==> src/design/bus_mode_pkg.sv <==
package bus_mode_pkg;
  // ---------------------------------------------------------------
  // Register addresses
  // ---------------------------------------------------------------
  localparam logic [19:0] BUS_MODE_CONTROL_ADDR = 20'hF0231;
  localparam logic [19:0] SCL_LOW_WIDTH_ADDR    = 20'hF0232;
  localparam logic [19:0] SCL_HIGH_WIDTH_ADDR   = 20'hF0233;
  localparam logic [19:0] PORT_DIRECTION_ADDR   = 20'hF0234;
  localparam logic [19:0] PORT_LATCH_ADDR       = 20'hF0235;
  // ---------------------------------------------------------------
  // Field positions of bus_mode_control, and pin bits of the port registers
  // ---------------------------------------------------------------
  localparam int WAKEUP_ENABLE_BIT    = 7;
  localparam int CLOCK_LINE_LEVEL_BIT = 5;
  localparam int DATA_LINE_LEVEL_BIT  = 4;
  localparam int SPEED_SELECT_BIT     = 3;
  localparam int NOISE_FILTER_ON_BIT  = 2;
  localparam int CLOCK_PIN_BIT        = 0;
  localparam int DATA_PIN_BIT         = 1;
  // ---------------------------------------------------------------
  // Reset values
  // ---------------------------------------------------------------
  localparam logic [7:0] BUS_MODE_CONTROL_RESET = 8'h00;
  localparam logic [7:0] SCL_LOW_WIDTH_RESET    = 8'hFF;
  localparam logic [7:0] SCL_HIGH_WIDTH_RESET   = 8'hFF;
  localparam logic [7:0] PORT_DIRECTION_RESET   = 8'hFF;
  localparam logic [7:0] PORT_LATCH_RESET       = 8'h00;
  // ---------------------------------------------------------------
  // Timing
  // ---------------------------------------------------------------
  localparam int CLK_FREQ_HZ       = 25000000;
  localparam int FILTER_DEPTH      = 3;
  localparam int RISE_FALL_TIME_NS = 40;
  localparam int RISE_FALL_CYCLES  =
    (RISE_FALL_TIME_NS * (CLK_FREQ_HZ / 1000000) + 999) / 1000;
endpackage

==> src/design/line_filter.sv <==
`timescale 1ns/1ps
module line_filter #(
  parameter int DEPTH = 3
) (
  input  wire logic clk,
  input  wire logic rst,
  input  wire logic enable,
  input  wire logic line_in,
  output logic      line_out
);
  // ---------------------------------------------------------------
  // Majority-free glitch filter: output moves only after DEPTH
  // equal samples; when disabled the input passes after one flop.
  // ---------------------------------------------------------------
  logic [DEPTH-1:0] history;
  logic [DEPTH-1:0] next_history;
  logic             next_line_out;

  initial begin
    if (DEPTH < 2) begin
      $error("line_filter needs DEPTH of at least 2");
    end
  end

  always_comb begin
    next_history  = {history[DEPTH-2:0], line_in};
    next_line_out = line_out;
    if (!enable) begin
      next_line_out = line_in;
    end else if (&next_history) begin
      next_line_out = 1'b1;
    end else if (~|next_history) begin
      next_line_out = 1'b0;
    end
  end

  always_ff @(posedge clk or posedge rst) begin
    if (rst) begin
      history  <= '1;
      line_out <= 1'b1;
    end else begin
      history  <= next_history;
      line_out <= next_line_out;
    end
  end
endmodule

==> src/design/bus_mode_control.sv <==
// Summary of operation
// - Mode control register resets to zero; bits 6, 1, 0 read zero.
// - Clock level bit follows clock pin; zero when disabled or reset.
// - Data level bit follows data pin; zero when disabled or reset.
// - Wakeup bit keeps address-match wakeup running in stop mode.
// - Match interrupt timing is unchanged by wakeup, bar sampling delay.
// - Stop-condition interrupt is suppressed while wakeup is set.
// - Non-interrupt wakeup clear blocks master until start or stop seen.
// - Speed bit: zero standard mode, one fast mode.
// - Filter bit enables input noise filter, fast mode only.
// - Low-width register sets driven clock low time; resets to ones.
// - High-width register sets driven clock high time; resets to ones.
// - While disabled, a bus pin in output mode drives a fixed low level.
// - Direction bit zero outputs, one inputs; register resets to ones.
// - Transfer clock is clock over low plus high plus rise-fall.
`timescale 1ns/1ps
module bus_mode_control
  import bus_mode_pkg::*;
#(
  parameter int RISE_FALL = RISE_FALL_CYCLES
) (
  input  wire logic        clk,
  input  wire logic        rst,
  input  wire logic [19:0] reg_addr,
  input  wire logic        reg_write,
  input  wire logic        reg_read,
  input  wire logic [7:0]  reg_wdata,
  output logic      [7:0]  reg_rdata,
  input  wire logic        interface_enable,
  input  wire logic        stop_mode,
  input  wire logic        clock_gen_active,
  input  wire logic        match_event,
  input  wire logic        stop_event,
  input  wire logic        start_event,
  input  wire logic        interface_irq,
  input  wire logic        stop_interrupt_enable,
  input  wire logic        serial_clock_in,
  input  wire logic        serial_data_in,
  input  wire logic        engine_clock_low,
  input  wire logic        engine_data_low,
  output logic             serial_clock_oe,
  output logic             serial_clock_out,
  output logic             serial_data_oe,
  output logic             serial_data_out,
  output logic             filtered_clock,
  output logic             filtered_data,
  output logic             speed_select,
  output logic             wakeup_enable,
  output logic             wakeup_request,
  output logic             match_irq,
  output logic             stop_irq,
  output logic             master_allowed,
  output logic             transfer_clock_tick
);
  initial begin
    if (RISE_FALL < 0 || RISE_FALL > 255) begin
      $error("RISE_FALL out of range");
    end
  end

  // ---------------------------------------------------------------
  // Registers
  // ---------------------------------------------------------------
  logic       noise_filter_on;
  logic [7:0] scl_low_width;
  logic [7:0] scl_high_width;
  logic [7:0] port_direction;
  logic [7:0] port_latch;
  logic       master_block;
  logic       next_wakeup_enable;
  logic       next_speed_select;
  logic       next_noise_filter_on;
  logic [7:0] next_scl_low_width;
  logic [7:0] next_scl_high_width;
  logic [7:0] next_port_direction;
  logic [7:0] next_port_latch;
  logic       next_master_block;
  logic [7:0] next_reg_rdata;
  logic       clock_line_level;
  logic       data_line_level;
  logic       next_clock_line_level;
  logic       next_data_line_level;
  logic       filter_enable;

  always_comb begin
    next_wakeup_enable   = wakeup_enable;
    next_speed_select    = speed_select;
    next_noise_filter_on = noise_filter_on;
    next_scl_low_width   = scl_low_width;
    next_scl_high_width  = scl_high_width;
    next_port_direction  = port_direction;
    next_port_latch      = port_latch;
    next_master_block    = master_block;
    if (reg_write) begin
      unique case (reg_addr)
        BUS_MODE_CONTROL_ADDR: begin
          next_wakeup_enable   = reg_wdata[WAKEUP_ENABLE_BIT];
          next_speed_select    = reg_wdata[SPEED_SELECT_BIT];
          next_noise_filter_on = reg_wdata[NOISE_FILTER_ON_BIT];
        end
        SCL_LOW_WIDTH_ADDR:  next_scl_low_width  = reg_wdata;
        SCL_HIGH_WIDTH_ADDR: next_scl_high_width = reg_wdata;
        PORT_DIRECTION_ADDR: next_port_direction = reg_wdata;
        PORT_LATCH_ADDR:     next_port_latch     = reg_wdata;
        default: ;
      endcase
    end
    // A clear by software, not by an interface interrupt, locks out
    // master operation until the bus is seen to start or stop.
    // A bus event in the same cycle as the clear is not a later one,
    // so the lockout wins over it.
    if (start_event || stop_event) begin
      next_master_block = 1'b0;
    end
    if (wakeup_enable && !next_wakeup_enable && !interface_irq) begin
      next_master_block = 1'b1;
    end
  end

  // Level bits take the filtered line and clear while disabled.
  always_comb begin
    next_clock_line_level = interface_enable & filtered_clock;
    next_data_line_level  = interface_enable & filtered_data;
  end

  always_comb begin
    next_reg_rdata = 8'h00;
    if (reg_read) begin
      unique case (reg_addr)
        BUS_MODE_CONTROL_ADDR: begin
          next_reg_rdata[WAKEUP_ENABLE_BIT]    = wakeup_enable;
          next_reg_rdata[CLOCK_LINE_LEVEL_BIT] = clock_line_level;
          next_reg_rdata[DATA_LINE_LEVEL_BIT]  = data_line_level;
          next_reg_rdata[SPEED_SELECT_BIT]     = speed_select;
          next_reg_rdata[NOISE_FILTER_ON_BIT]  = noise_filter_on;
        end
        SCL_LOW_WIDTH_ADDR:  next_reg_rdata = scl_low_width;
        SCL_HIGH_WIDTH_ADDR: next_reg_rdata = scl_high_width;
        PORT_DIRECTION_ADDR: next_reg_rdata = port_direction;
        PORT_LATCH_ADDR:     next_reg_rdata = port_latch;
        default:             next_reg_rdata = 8'h00;
      endcase
    end
  end

  always_ff @(posedge clk or posedge rst) begin
    if (rst) begin
      wakeup_enable    <= BUS_MODE_CONTROL_RESET[WAKEUP_ENABLE_BIT];
      speed_select     <= BUS_MODE_CONTROL_RESET[SPEED_SELECT_BIT];
      noise_filter_on  <= BUS_MODE_CONTROL_RESET[NOISE_FILTER_ON_BIT];
      scl_low_width    <= SCL_LOW_WIDTH_RESET;
      scl_high_width   <= SCL_HIGH_WIDTH_RESET;
      port_direction   <= PORT_DIRECTION_RESET;
      port_latch       <= PORT_LATCH_RESET;
      master_block     <= 1'b0;
      reg_rdata        <= 8'h00;
      clock_line_level <= 1'b0;
      data_line_level  <= 1'b0;
    end else begin
      wakeup_enable    <= next_wakeup_enable;
      speed_select     <= next_speed_select;
      noise_filter_on  <= next_noise_filter_on;
      scl_low_width    <= next_scl_low_width;
      scl_high_width   <= next_scl_high_width;
      port_direction   <= next_port_direction;
      port_latch       <= next_port_latch;
      master_block     <= next_master_block;
      reg_rdata        <= next_reg_rdata;
      clock_line_level <= next_clock_line_level;
      data_line_level  <= next_data_line_level;
    end
  end

  // ---------------------------------------------------------------
  // Input noise filters
  // ---------------------------------------------------------------
  assign filter_enable = noise_filter_on & speed_select;

  line_filter #(.DEPTH(FILTER_DEPTH)) clock_filter (
    .clk      (clk),
    .rst      (rst),
    .enable   (filter_enable),
    .line_in  (serial_clock_in),
    .line_out (filtered_clock)
  );

  line_filter #(.DEPTH(FILTER_DEPTH)) data_filter (
    .clk      (clk),
    .rst      (rst),
    .enable   (filter_enable),
    .line_in  (serial_data_in),
    .line_out (filtered_data)
  );

  // ---------------------------------------------------------------
  // Transfer clock generation
  // ---------------------------------------------------------------
  // Low phase lasts low width, high phase high width plus the line
  // rise and fall allowance, so one period is their sum.
  logic [8:0] phase_count;
  logic [8:0] next_phase_count;
  logic       clock_phase_high;
  logic       next_clock_phase_high;
  logic       next_tick;
  logic [8:0] high_span;

  assign high_span = 9'(scl_high_width) + 9'(RISE_FALL);

  always_comb begin
    next_phase_count      = phase_count + 9'h001;
    next_clock_phase_high = clock_phase_high;
    next_tick             = 1'b0;
    if (!interface_enable || !clock_gen_active) begin
      next_phase_count      = 9'h000;
      next_clock_phase_high = 1'b0;
    end else if (!clock_phase_high &&
                 next_phase_count >= 9'(scl_low_width)) begin
      next_phase_count      = 9'h000;
      next_clock_phase_high = 1'b1;
    end else if (clock_phase_high && next_phase_count >= high_span) begin
      next_phase_count      = 9'h000;
      next_clock_phase_high = 1'b0;
      next_tick             = 1'b1;
    end
  end

  always_ff @(posedge clk or posedge rst) begin
    if (rst) begin
      phase_count         <= 9'h000;
      clock_phase_high    <= 1'b0;
      transfer_clock_tick <= 1'b0;
    end else begin
      phase_count         <= next_phase_count;
      clock_phase_high    <= next_clock_phase_high;
      transfer_clock_tick <= next_tick;
    end
  end

  // ---------------------------------------------------------------
  // Pins, wakeup and interrupts
  // ---------------------------------------------------------------
  logic next_clock_oe;
  logic next_clock_out;
  logic next_data_oe;
  logic next_data_out;
  logic next_wakeup_request;
  logic next_match_irq;
  logic next_stop_irq;
  logic next_master_allowed;
  logic clock_drive_low;

  assign clock_drive_low = engine_clock_low |
                           (clock_gen_active & ~clock_phase_high);

  always_comb begin
    // While disabled, an output-mode pin is held low.
    next_clock_oe  = ~port_direction[CLOCK_PIN_BIT];
    next_data_oe   = ~port_direction[DATA_PIN_BIT];
    next_clock_out = 1'b0;
    next_data_out  = 1'b0;
    // Open drain: release the pin unless it must be pulled low.
    if (interface_enable) begin
      next_clock_oe = next_clock_oe & (clock_drive_low |
                                       port_latch[CLOCK_PIN_BIT]);
      next_data_oe  = next_data_oe & (engine_data_low |
                                      port_latch[DATA_PIN_BIT]);
    end
    // Wakeup and interrupt outputs follow their causes by one cycle.
    next_wakeup_request = stop_mode & wakeup_enable & match_event;
    next_match_irq      = match_event;
    next_stop_irq       = stop_event & stop_interrupt_enable &
                          ~wakeup_enable;
    next_master_allowed = interface_enable & ~master_block;
  end

  always_ff @(posedge clk or posedge rst) begin
    if (rst) begin
      serial_clock_oe  <= 1'b0;
      serial_clock_out <= 1'b0;
      serial_data_oe   <= 1'b0;
      serial_data_out  <= 1'b0;
      wakeup_request   <= 1'b0;
      match_irq        <= 1'b0;
      stop_irq         <= 1'b0;
      master_allowed   <= 1'b0;
    end else begin
      serial_clock_oe  <= next_clock_oe;
      serial_clock_out <= next_clock_out;
      serial_data_oe   <= next_data_oe;
      serial_data_out  <= next_data_out;
      wakeup_request   <= next_wakeup_request;
      match_irq        <= next_match_irq;
      stop_irq         <= next_stop_irq;
      master_allowed   <= next_master_allowed;
    end
  end
endmodule

==> config.mk <==
export PLATFORM = sky130hd
export DESIGN_NAME = bus_mode_control
export DESIGN_NICKNAME = d
export VERILOG_FILES = /design/src/design/bus_mode_pkg.sv /design/src/design/line_filter.sv /design/src/design/bus_mode_control.sv
export SDC_FILE = /design/constraint.sdc
export NUM_CORES = 1
export LEC_CHECK = 0
export BUFFER_PORTS_ARGS = -buffer_cell sky130_fd_sc_hd__buf_4
export CELL_PAD_IN_SITES_DETAIL_PLACEMENT = 0
export CELL_PAD_IN_SITES_GLOBAL_PLACEMENT = 2
export CORE_MARGIN = 2
export CORE_UTILIZATION = 39
export DETAILED_ROUTE_END_ITERATION = 16
export PLACE_DENSITY_LB_ADDON = 0.1
export SLEW_MARGIN = 15
export SYNTH_ARGS = -nofsm -noshare
export SYNTH_HDL_FRONTEND = slang
export SYNTH_HIERARCHICAL = 1
export SYNTH_SLANG_ARGS = --single-unit
==> constraint.sdc <==
create_clock -name clk -period 6.7 [get_ports clk]
set_clock_uncertainty 0.15 [all_clocks]
set_input_delay 1.005 -clock clk [delete_from_list [all_inputs] [get_ports clk]]
set_output_delay 1.005 -clock clk [all_outputs]
set_load 0.01 [all_outputs]
==> impl_metrics.yaml <==
run_status:
  status: "finished, final reports clean"
routing:
  vias: 2575
  drt_first_pass_iters: 4
  drc: 0
  drtAntennaViolNets: 0
  drtIter0Drc: 98
  wl_per_cell_um: 16.5
  drt_wl_total_um: 8080
  routed_via_density: 5.28
synthesis:
  synthSimpleGateAreaFrac_pct: 14.4
  synthTopCellsByArea: "dfrtp_1 (27%), dfstp_2 (22%), mux2_2 (13%), ha_1 (6.6%), nand3_1 (3.1%)"
  synth_top_family_by_area: "multiplexers"
  synth-compound-area-share_pct: 8.31
  synth_top_area_share_pct: 27.2
  synth_warnings: 6
  synth_cell_types: 45
  synth_top_flop_cell: "dfrtp_1"
  yosys.area_share.adder_pct: 6.64
  synth-edff-count: 0
  ys_ff_latch: 69
  synthMuxAreaShare_pct: 14.8
  yosysTopAreaCell: "dfrtp_1"
  synth.yosys.seq_area_share_pct: 49.2
  synth.avg_cell_area_um2: 11.6
  syn_area_um2: 3580
  syn_inst: 310
  async_reset_ff_share_pct: 100
  synth_xor_area_share_pct: 3.18
critical_path:
  path_depth: 11
  critPathKind: "flop to flop"
  path_buf_inv: 1
  r2r_end: "clock_phase_high$_DFFE_PP0P_"
  startpoint_type: "flop"
  r2r_slack_ns: 3.78
  r2r_start: "phase_count[0]$_DFF_PP0_"
  end_kind: "flop"
  arrival_ns: 3.01
  r2r_cells: 11
  slowest_stage: "or4_1"
  crit_top_cell: "ha_1"
  critPathTopFamily: "simple AND/OR/NAND/NOR gates"
  crit_fanout: 5
  path_cells: "ha_1, nand3_1, nor3_1, xnor2_1, inv_1, ha_1, nand4_1, nor2_1, o31a_1, or4_1, a221oi_1"
  max_stage_delay_ns: 0.52
  required_ns: 6.79
layout:
  final_cells: 488
  utilization_pct: 49.3
  final_cell_mix: "buf_4 (63), mux2_2 (40), dfrtp_1 (39), dfstp_2 (30), nand3_1 (22)"
  drive_gt1_share_pct: 40.8
  mostFrequentLayoutCell: "buf_4"
  nNetsFinal: 438
  final_area_um2: 4340
  area_delta_synth_final_pct: 21.2
  antenna_cells: 0
timing:
  worst_pin_slew_ns: 0.787
  final-hold-violation-count: 0
  finalSetupTns_ns: 0
  finalWorstSetupSlack_ns: 3.78
  worst_hold_slack_ns: 0.225
  finalCritPeriodShare_pct: 43.5
  rsz0062_at_grt: "no"
  finalSetupViolCount: 0
  period_minus_slack_ns: 2.92
  slew_violations: 0
  timing.fmax_mhz: 343
  slew_headroom_pct: 47.5
grt:
  grt_overflow_total: 0
  grt_max_degree: 64
  grt_pass1_vias: 2598
  track_usage_pct: 17.6
  antenna_found_initial: 0
  grt_pass1_wl_um: 13400
clocking:
  postCtsSetupRepairBufs: 0
  cts_resized: 0
  cts.sink_count: 69
  ctsHoldBuffers: 0
  clkTransAtPathRegs_ns: 0.08
  cts_made_buffers: 9
  clockBufferDepth: 2
  worstSkewPairLatency_ns: 0.35
  cts_tree: "done"
  cts_htree_levels: 3
  cts_root_buffer: "clkbuf_8"
floorplan:
  fp.coreArea_um2: 8810
  rows: 34
  fp.dieW_um: 99.8
  initial_core_util_pct: 40.7
  die-area_um2: 9970
  io_pins: 65
  die_y_um: 99.8
pwr:
  netSwitchingPower_mw: 0.200
  finalPower_mw: 0.834
  leakagePower_nw: 2.05
  pwr-share-clk_pct: 42.3
  powerDensity_nw_per_um2: 192
  switching_share_pct: 24.0
  ir_worst_vdd_uv: 97.5
  p_comb_share_pct: 6.6
  intPower_mw: 0.634
  seq_power_share_pct: 51.1
placed_design:
  placed_area_um2: 4140
  dpl.hpwl_um: 6030
  dp_cells: 472
  pre_cts_ws_ns: 3.73
  io_buffers: 62
  place_congestion: 0.765
worst_hold_path:
  hp-start: "data_filter/history[0]$_DFF_PP1_"
  hold_end: "data_filter/history[1]$_DFF_PP1_"
  hold_path_depth: 0
  hp-class: "flop to flop"
flow_run:
  maxCapViolations: 0
[metal layers]
metal | track usage (%) | wire length (um)
met5 | 0 | 0
met4 | 5.69 | 93
met3 | 4.46 | 300
met2 | 27.4 | 3870
met1 | 24.1 | 3810
[cell usage after synthesis, types with 3 or more instances]
cell	instances
nor2_1	15
ha_1	19
buf_4	5
a211oi_1	5
mux2i_1	8
a22oi_1	5
a21oi_1	10
o22ai_1	5
dfstp_2	30
nand2b_1	3
o21ai_0	3
nand2_1	8
and3_1	4
nor2b_1	6
xor2_1	9
a21boi_0	7
o21ai_1	3
inv_1	16
xnor2_1	4
clkbuf_1	4
nand3_1	22
and2_1	8
nor3_1	4
nand4_1	3
mux2_2	40
dfrtp_1	39
[logic make-up after synthesis]
logic type	after synthesis
AND/OR/NAND/NOR	89
adder cells (fa/ha/maj)	19
other	1
AO/OA/AOI/OAI	45
buffers and inverters	26
XOR/XNOR	13
multiplexers	48
flip-flops	69
[area by class of cell]
class / instances / area, um2
clock buffers: 10 / 138
clock inverters: 6 / 68.8
flip-flops and latches: 69 / 1760
repair buffers: 63 / 473
inverters: 16 / 60.1
multi-input cells: 216 / 1700
fillers: 814 / 4460
well taps: 108 / 135
[how the worst max path moves through the flow]
| stage | slack (ns) | from | end |
|---|---|---|---|
| floorplan | 4.01 | rst | clock_line_level$_DFF_PP0_ |
| global placement | 3.74 | reg_addr[13] | scl_low_width[7]$_DFFE_PP1P_ |
| detailed placement | 3.73 | reg_addr[13] | scl_low_width[1]$_DFFE_PP1P_ |
| CTS | 3.77 | phase_count[0]$_DFF_PP0_ | clock_phase_high$_DFFE_PP0P_ |
| global route | 3.48 | phase_count[0]$_DFF_PP0_ | clock_phase_high$_DFFE_PP0P_ |
| finish | 3.78 | phase_count[0]$_DFF_PP0_ | clock_phase_high$_DFFE_PP0P_ |
[sequential cells by signal, indices dropped and copies added (netlist names), 2 cells and up]
register / count
phase_count: 9
port_direction: 8
port_latch: 8
reg_rdata: 8
scl_high_width: 8
scl_low_width: 8
clock_filter/history: 2
data_filter/history: 2
[power groups by stage]
stage | clock [mW] | combinational [mW] | sequential [mW]
after floorplan | 0 | 0.0224 | 0.434
after global routing | 0.393 | 0.0611 | 0.427
after detailed placement | 0 | 0.0567 | 0.433
final | 0.353 | 0.0551 | 0.426
after CTS | 0.367 | 0.0567 | 0.426
after global placement | 0 | 0.0564 | 0.433
(Power assumes the default switching activity.)
